**src/pmsc_regs.svh**
```systemverilog
/*
 Register map, field positions, reset values and bus constants of the
 power management status and control block.
 Assumes inclusion by bare name from the package and from pmsc_top.
*/
`ifndef PMSC_REGS_SVH
`define PMSC_REGS_SVH

// Word offset of the single register, byte address
`define PMSC_OFS_CTRL2        8'h00
`define PMSC_ADDR_W           8

// Field positions
`define PMSC_BIT_WARN_FLAG    7
`define PMSC_BIT_WARN_ACK     6
`define PMSC_BIT_DET_TRIP     5
`define PMSC_BIT_WARN_TRIP    4
`define PMSC_BIT_PPD_FLAG     3
`define PMSC_BIT_PPD_ACK      2
`define PMSC_BIT_PD_EN        1
`define PMSC_BIT_PD_KIND      0

// Reset value and read data for unmapped addresses
`define PMSC_RST_VAL          8'h00
`define PMSC_UNMAPPED_RD      32'h0000_0000

// Pin synchroniser depth
`define PMSC_SYNC_DEPTH       3

`endif

```
**src/pmsc_pkg.sv**
```systemverilog
/*
 Types shared by the power management status and control block.
 Assumes the register header is on the include path.
*/
package pmsc_pkg;
`include "pmsc_regs.svh"

   // Avalon-MM request from the master
   typedef struct packed {
      logic [7:0]  address;
      logic        read;
      logic        write;
      logic [3:0]  byteenable;
      logic [31:0] writedata;
   } pmsc_avm_req_t;

   // Avalon-MM answer to the master
   typedef struct packed {
      logic [31:0] readdata;
      logic        waitrequest;
   } pmsc_avm_rsp_t;

   // Conditioned inputs from the supply and power logic
   typedef struct packed {
      logic warn_present;
      logic ppd_wake;
   } pmsc_sense_t;

   // Control outputs toward the analog and stop-mode logic
   typedef struct packed {
      logic detect_trip_select;
      logic warn_trip_select;
      logic powerdown_enable;
      logic powerdown_kind_select;
   } pmsc_ctrl_t;

   // Bus slave phase
   typedef enum logic [0:0] {
      PMSC_IDLE,
      PMSC_ACK
   } pmsc_bus_st_t;
endpackage

```
**src/pmsc_sync.sv**
```systemverilog
/*
 Three-stage synchroniser with agreement filter for asynchronous pins.
 Assumes the input is a level; output moves only when stages two and
 three agree, so a single-stage glitch never reaches the logic.
*/
`timescale 1ns/1ps
`default_nettype none
module pmsc_sync #(
   parameter int WIDTH = 2
) (
   // Clock and reset
   input  wire logic             i_core_clk,
   input  wire logic             i_rst_n,
   // Asynchronous level in, filtered level out
   input  wire logic [WIDTH-1:0] i_async,
   output logic      [WIDTH-1:0] o_level
);
   logic [WIDTH-1:0] s1_r;
   logic [WIDTH-1:0] s2_r;
   logic [WIDTH-1:0] s3_r;
   logic [WIDTH-1:0] lvl_r;
   logic [WIDTH-1:0] lvl_nxt;

   // Refuse a width the chain cannot carry
   if (WIDTH < 1) begin : g_width_check
      $error("pmsc_sync: WIDTH must be at least 1");
   end

   // Stage one is read only by stage two
   assign lvl_nxt = ((s2_r ~^ s3_r) & s2_r) | ((s2_r ^ s3_r) & lvl_r);

   // Shift chain and filtered level
   always_ff @(posedge i_core_clk) begin
      if (!i_rst_n) begin
         s1_r  <= '0;
         s2_r  <= '0;
         s3_r  <= '0;
         lvl_r <= '0;
      end else begin
         s1_r  <= i_async;
         s2_r  <= s1_r;
         s3_r  <= s2_r;
         lvl_r <= lvl_nxt;
      end
   end

   assign o_level = lvl_r;
endmodule
`default_nettype wire

```
**src/pmsc_top.sv**
```systemverilog
/*
 Power management status and control register behind an Avalon-MM
 slave: sticky warning flag, partial power-down wake flag, two trip
 selects and two write-once stop-mode controls.
 Assumes the supply comparator and wake indication are asynchronous
 levels, and the power-on indication is a synchronous qualifier of reset.

*/
// Chosen here: the Avalon-MM slave port and the address map.
`timescale 1ns/1ps
`default_nettype none
`include "pmsc_regs.svh"
module pmsc_top (
   // Clock and reset
   input  wire logic                   i_core_clk,
   input  wire logic                   i_rst_n,
   input  wire logic                   i_por,
   // Avalon-MM slave
   input  wire pmsc_pkg::pmsc_avm_req_t i_avm,
   output var  pmsc_pkg::pmsc_avm_rsp_t o_avm,
   // Sense inputs from analog and power logic
   input  wire pmsc_pkg::pmsc_sense_t  i_sense,
   // Controls toward analog and stop-mode logic
   output var  pmsc_pkg::pmsc_ctrl_t   o_ctrl
);
   import pmsc_pkg::*;

   pmsc_bus_st_t bus_st_r;
   pmsc_bus_st_t bus_st_nxt;
   pmsc_sense_t  sense_sync;
   logic [31:0]  rdata_r;
   logic [31:0]  rdata_nxt;
   logic         warn_flag_r;
   logic         warn_flag_nxt;
   logic         ppd_flag_r;
   logic         ppd_flag_nxt;
   logic         ppd_wake_d_r;
   logic         det_trip_r;
   logic         warn_trip_r;
   logic         pd_en;
   logic         pd_kind;
   logic         hit;
   logic         lane0;
   logic         wr_stb;
   logic         rd_stb;
   logic         warn_ack;
   logic         ppd_ack;
   logic         ppd_rise;
   logic [7:0]   reg_view;
   logic [7:0]   wd;

   // Condition asynchronous sense levels
   pmsc_sync #(
      .WIDTH ($bits(pmsc_sense_t))
   ) u_sync (
      .i_core_clk (i_core_clk),
      .i_rst_n    (i_rst_n),
      .i_async    (i_sense),
      .o_level    (sense_sync)
   );

   // Decode: one access cycle is held with waitrequest, answered in the next
   assign hit    = (i_avm.address == `PMSC_OFS_CTRL2);
   assign lane0  = i_avm.byteenable[0];
   assign wd     = i_avm.writedata[7:0];
   // A write held during a non power-on reset must not reach the kept trip selects
   assign wr_stb = i_rst_n && (bus_st_r == PMSC_IDLE) && i_avm.write && hit && lane0;
   assign rd_stb = (bus_st_r == PMSC_IDLE) && i_avm.read;
   assign bus_st_nxt = (bus_st_r == PMSC_IDLE && (i_avm.read || i_avm.write)) ?
                       PMSC_ACK : PMSC_IDLE;

   // Acknowledge strobes: write-only, never stored
   assign warn_ack = wr_stb && wd[`PMSC_BIT_WARN_ACK];
   assign ppd_ack  = wr_stb && wd[`PMSC_BIT_PPD_ACK];

   // Warning flag follows a present warning; ack ignored while present
   assign warn_flag_nxt = sense_sync.warn_present ? 1'b1 :
                          (warn_ack ? 1'b0 : warn_flag_r);

   // Wake edge sets the flag and wins over a same-cycle ack
   assign ppd_rise     = sense_sync.ppd_wake && !ppd_wake_d_r;
   assign ppd_flag_nxt = ppd_rise ? 1'b1 : (ppd_ack ? 1'b0 : ppd_flag_r);

   // Register image; ack bits read 0
   assign reg_view = {warn_flag_r, 1'b0, det_trip_r, warn_trip_r,
                      ppd_flag_r, 1'b0, pd_en, pd_kind};
   assign rdata_nxt = rd_stb ? (hit ? {24'h00_0000, reg_view} : `PMSC_UNMAPPED_RD)
                             : rdata_r;

   // Bus phase and read data
   always_ff @(posedge i_core_clk) begin
      if (!i_rst_n) begin
         bus_st_r <= PMSC_IDLE;
         rdata_r  <= `PMSC_UNMAPPED_RD;
      end else begin
         bus_st_r <= bus_st_nxt;
         rdata_r  <= rdata_nxt;
      end
   end

   // Status flags; reset clears, present warning sets again five cycles after release
   always_ff @(posedge i_core_clk) begin
      if (!i_rst_n) begin
         warn_flag_r  <= 1'b0;
         ppd_flag_r   <= 1'b0;
         ppd_wake_d_r <= 1'b0;
      end else begin
         warn_flag_r  <= warn_flag_nxt;
         ppd_flag_r   <= ppd_flag_nxt;
         ppd_wake_d_r <= sense_sync.ppd_wake;
      end
   end

   // Trip selects survive all resets but power-on
   always_ff @(posedge i_core_clk) begin
      if (!i_rst_n && i_por) begin
         det_trip_r  <= 1'b0;
         warn_trip_r <= 1'b0;
      end else if (wr_stb) begin
         det_trip_r  <= wd[`PMSC_BIT_DET_TRIP];
         warn_trip_r <= wd[`PMSC_BIT_WARN_TRIP];
      end
   end

   // Write-once stop-mode controls
   pmsc_wonce u_pd_en (
      .i_core_clk (i_core_clk),
      .i_rst_n    (i_rst_n),
      .i_wr       (wr_stb),
      .i_wdata    (wd[`PMSC_BIT_PD_EN]),
      .o_value    (pd_en)
   );

   pmsc_wonce u_pd_kind (
      .i_core_clk (i_core_clk),
      .i_rst_n    (i_rst_n),
      .i_wr       (wr_stb),
      .i_wdata    (wd[`PMSC_BIT_PD_KIND]),
      .o_value    (pd_kind)
   );

   // Outputs; kind is only meaningful while power-down is enabled
   assign o_avm.readdata    = rdata_r;
   assign o_avm.waitrequest = (bus_st_r == PMSC_IDLE);
   assign o_ctrl.detect_trip_select    = det_trip_r;
   assign o_ctrl.warn_trip_select      = warn_trip_r;
   assign o_ctrl.powerdown_enable      = pd_en;
   assign o_ctrl.powerdown_kind_select = pd_kind;
endmodule
`default_nettype wire

```
**src/pmsc_wonce.sv**
```systemverilog
/*
 Write-once control bit: the first write after reset lands, later
 writes are dropped until the next reset.
 Assumes i_wr is a one-cycle strobe on the same clock.
*/
`timescale 1ns/1ps
`default_nettype none
module pmsc_wonce (
   // Clock and reset
   input  wire logic i_core_clk,
   input  wire logic i_rst_n,
   // Write strobe and data
   input  wire logic i_wr,
   input  wire logic i_wdata,
   // Held value
   output logic      o_value
);
   logic val_r;
   logic done_r;

   // Lock after first write, even when the value written is 0
   always_ff @(posedge i_core_clk) begin
      if (!i_rst_n) begin
         val_r  <= 1'b0;
         done_r <= 1'b0;
      end else if (i_wr && !done_r) begin
         val_r  <= i_wdata;
         done_r <= 1'b1;
      end
   end

   assign o_value = val_r;
endmodule
`default_nettype wire

```
**config.mk**
```make
export PLATFORM = sky130hd
export DESIGN_NAME = pmsc_top
export DESIGN_NICKNAME = d
export VERILOG_FILES = /design/src/pmsc_pkg.sv /design/src/pmsc_sync.sv /design/src/pmsc_top.sv /design/src/pmsc_wonce.sv
export VERILOG_INCLUDE_DIRS = /design/src /design/src/src
export SDC_FILE = /design/constraint.sdc
export NUM_CORES = 1
export LEC_CHECK = 0
export ABC_AREA = 1
export BUFFER_PORTS_ARGS = -buffer_cell sky130_fd_sc_hd__buf_4
export CAP_MARGIN = 5
export CORE_ASPECT_RATIO = 1.1
export CORE_MARGIN = 2
export CORE_UTILIZATION = 30
export DETAILED_ROUTE_END_ITERATION = 6
export RECOVER_POWER = 100
export SLEW_MARGIN = 20
export SYNTH_ARGS = -nofsm -noshare
export SYNTH_HDL_FRONTEND = slang
export SYNTH_SLANG_ARGS = --single-unit
```
**constraint.sdc**
```tcl
create_clock -name i_core_clk -period 2.7 [get_ports i_core_clk]
set_input_delay 0.405 -clock i_core_clk [delete_from_list [all_inputs] [get_ports i_core_clk]]
set_output_delay 0.405 -clock i_core_clk [all_outputs]
set_load 0.01 [all_outputs]
```
After elaboration in Yosys (flattened, before gate mapping)
Cells that the tools add are included.
- bits of input ports: 51
- logic and storage cells: 47
- flip-flop bits (word level): 50
- output and inout bits: 37
- reductions and logical operators: 20
- bitwise logic cells: 6
- multiplexer cells: 6
- operators with widths (cell ; count):
    $logic_and 1x1->1 ; 12
    $logic_not 8->1 ; 1
    $mux 8 ; 1
    $mux 1 ; 5
    $and 2x2->2 ; 2
    $logic_not 1->1 ; 4
    $reduce_bool 2->1 ; 2
    $or 2x2->2 ; 1
    $xnor 2x2->2 ; 1
    $xor 2x2->2 ; 1
    $logic_or 1x1->1 ; 1
    $not 1->1 ; 1

Depth between registers and ports, before layout
- depth after elaboration: 8
- mapped depth: 8

Hierarchy
Synthesis repeated with hierarchy kept, for this count alone.
- cell total of the unflattened synthesis: 143
- area, all modules: 1133.6 um^2
- by module, submodules not included (module ; instances ; area each (um^2) ; cells each):
    pmsc_top ; 1 ; 719.4 ; 96
    pmsc_sync ; 1 ; 259.0 ; 29
    pmsc_wonce ; 2 ; 77.6 ; 9

Least setup slack after synthesis
No wires, ideal clock.
- path type: input -> register
- start: input port i_rst_n
- end: register warn_trip_r
- setup slack: 1.534 ns
- stages on the path: 6
- arrival time: 1.050 ns
- cells stage by stage: buf_4 nand3_2 nor2_4 nand2_1 o21ai_0 nor2_1
- longest elaborated chain between the ends: 4
- elaborated cells between the ends (all ways): 6
- classes of those cells: 6 x reduce/logical
- RTL lines (item ; RTL line ; source):
    start: declaration ; pmsc_top.sv:16 ; input wire logic i_rst_n,
    $logic_and 1x1->1 (4 in a row) ; pmsc_top.sv:67 ; assign wr_stb = i_rst_n && (bus_st_r == PMSC_IDLE) && i_avm.write && hit && lane0;
    end signal: assignment ; pmsc_top.sv:121 ; warn_trip_r <= wd[`PMSC_BIT_WARN_TRIP];
    end: declaration ; pmsc_top.sv:39 ; logic warn_trip_r;
Several ways; a longest one is shown, not always the timed one.
A chain may end at the register's enable or synchronous reset.

Worst setup path after layout
Same ends and word-level chain as after synthesis.

==> results.ini <==
[clocking]
htreeDepth = 1
root_buffer = clkbuf_8
cts_setup_buffers = 0
holdBufCountCts = 0
cts_buffer_depth = 2
tritoncts = yes
cts_resized = 0
clk_latency_ns = 0.27
numCtsBuffers = 3
clkSinkCount = 24
path_clk_slew_ns = 0.08

[drt]
antenna_left = 0
wl_met1_um = 820
drtIter0Drc = 11
num_vias = 856
via_per_inst = 3.86
first_pass_iters = 3
top_layer = met4
dr_wl_met3_um = 163
drc = 0
wl_um = 1930
dr_wl_met2_um = 914
wl_per_cell_um = 8.68

[finish]
layout-drive-gt1-share = 0.163
fin_cells = 222
area_growth_pct = 14.9
fin_nets = 226
diodes = 0
multi_input_area_um2 = 423
seqCellArea_um2 = 480
fill_cells = 392

[setup_path]
r2r_slack_ns = 1.28
critPathArrivalTime_ns = 1.92
worstSetupEndpoint = warn_trip_r
crit_start = i_rst_n
crit_path_end_kind = flip-flop
r2r_end = warn_trip_r
crit_fanout = 18
start_kind = input port
critical_path_class = input port to flip-flop
cp_data_required_time_ns = 2.87
ff2ff_path_depth = 6
rr_startpoint = bus_st_r

[global_routing]
grt_pass1_vias = 761
grt_pass1_wl_um = 3220
grt_max_degree = 19
grt_overflow = 0
antenna_found_initial = 0
grt_use_total = 0.0986

[floorplan]
rows = 23
dieHeight_um = 68.4
io_pins = 88
core_area_um2 = 3630
initial_utilization = 0.312
fp.dieW_um = 62.5
dieArea_um2 = 4280

[timing]
finClkSkew_ns = 0.00118
setup_violations = 0
clock.fmax_mhz = 570
hold_viol = 0
holdWs_ns = 0.312
post-route-period-util = 0.650
slew_viol_final = 0
tightest_slew_ns = 0.716
slew_headroom = 0.522
min_period_ns = 1.75
tns_ns = 0
rsz0062_at_grt = false

[placement]
gp_congestion = 0.694
dp_hpwl_um = 1500
place_inst = 218
io_buffers = 32

[synthesis]
synth_area_leaders = dfxtp_1, buf_4, nand2_1, a21oi_1, inv_1
ys_seq_area_frac = 0.425
netlist_area_um2 = 1130
yosysTopAreaCellShare = 0.425
yosysWarningCount = 0
synth.ff_latch_count = 24
synth.largest_area_cell = dfxtp_1
avgSynthCellArea_um2 = 7.80
synth_cell_type_count = 16
syn-instance-count = 145

[power_and_ir_drop]
switching_power_mw = 0.164
power_frac_seq = 0.488
clockPowerShare = 0.413
p_sw_frac = 0.217
peakVddDrop_v = 0.000357
powerDensity_nw_per_um2 = 582
p_int_mw = 0.593
leakagePower_nw = 0.640
p_comb_frac = 0.099

[run]
maxCapViolCount = 0

[worst_hold_path]
worstHoldPathType = input port to flip-flop

[outcome]
status = finished clean

[per-layer routing]
layer | global-route usage | vias up
met5 | 0 | -
met4 | 0.0417 | 0
met3 | 0.0395 | 4
met2 | 0.177 | 35
met1 | 0.104 | 373
li1 | - | 444
[cell families (layout without fill, tap and decap cells)]
kind of cell / after synthesis / after routing / synth area share
compound gates: 21 / 21 / 0.0951
flops: 24 / 24 / 0.425
buf+inv: 51 / 53 / 0.278
simple gates: 46 / 46 / 0.177
other cells: 1 / 26 / 0.00332
fa+ha+maj: 2 / 2 / 0.0221
[cell usage after synthesis, drive strengths merged]
master	n
a21oi	12
inv	17
o21ai	8
nand3	6
nor2	16
buf	34
a211oi	1
nand2	24
conb	1
dfxtp	24
ha	2
[placed cells by master, fill, tap and decap left out]
| master | netlist | layout |
|---|---|---|
| a211oi_1 | 1 | 1 |
| a21oi_1 | 12 | 12 |
| buf_4 | 32 | 21 |
| bufinv_16 | 0 | 1 |
| clkbuf_1 | 0 | 11 |
| clkbuf_8 | 0 | 3 |
| conb_1 | 1 | 26 |
| dfxtp_1 | 24 | 24 |
| ha_1 | 2 | 2 |
| inv_1 | 16 | 17 |
| nand2_1 | 24 | 24 |
| nand3_1 | 4 | 4 |
| nand3_2 | 2 | 2 |
| nor2_1 | 14 | 15 |
| nor2_2 | 1 | 1 |
| o21ai_0 | 8 | 8 |
[worst min-delay path by stage]
stage	startpoint	to	cells after the start
final	i_sense[0]	u_sync.s1_r[0]	3
after floorplan	u_sync.s1_r[0]	u_sync.s2_r[0]	2
after global placement	u_sync.s1_r[1]	u_sync.s2_r[1]	2
after CTS	i_sense[0]	u_sync.s1_r[0]	3
after global routing	i_sense[1]	u_sync.s1_r[1]	3
after detailed placement	u_sync.s1_r[1]	u_sync.s2_r[1]	2
[flip-flops by register name, summed over array words and instances (netlist names)]
name	flops
ppd_wake_d_r	1
u_sync.s1_r	2
u_pd_kind.o_value	1
det_trip_r	1
u_sync.s2_r	2
u_pd_en.done_r	1
bus_st_r	1
u_sync.s3_r	2
u_sync.o_level	2
warn_trip_r	1
ppd_flag_r	1
rdata_r	6
u_pd_kind.done_r	1
u_pd_en.o_value	1
warn_flag_r	1
[area by class of cell]
cell class	instances	area share
sequential	24	0.370
multi-input combinational	95	0.325
timing repair buffer	32	0.153
inverter	17	0.0491
tap	50	0.0481
clock buffer	3	0.0318
clock inverter	1	0.0231
[power by group through the flow]
stage | clock network [mW] | registers [mW] | logic (mW)
6_report | 0.313 | 0.370 | 0.0747
5_1_grt | 0.331 | 0.371 | 0.0849
4_1_cts | 0.320 | 0.370 | 0.0821
3_5_place_dp | 0 | 0.379 | 0.0819
3_3_place_gp | 0 | 0.379 | 0.0810
2_1_floorplan | 0 | 0.381 | 0.0692
[stage by stage]
stage                     area (µm²)  power [mW]  utilization  setup WS, ns
after floorplan                 1220       0.450            -          1.53
after global placement          1280       0.460        0.352         0.990
after detailed placement        1280       0.460        0.352          1.01
after CTS                       1350       0.773        0.372          1.30
after global routing            1300       0.787        0.359         0.687
final                           1300       0.757        0.359         0.945
[worst max-delay path, stage by stage]
cell and delay (ns):
clkbuf_1 0.53, nand3_2 0.12, nor2_1 0.39, nand2_1 0.22
o21ai_0 0.20, nor2_1 0.05
Note: power is estimated with default switching activity, not from simulation.
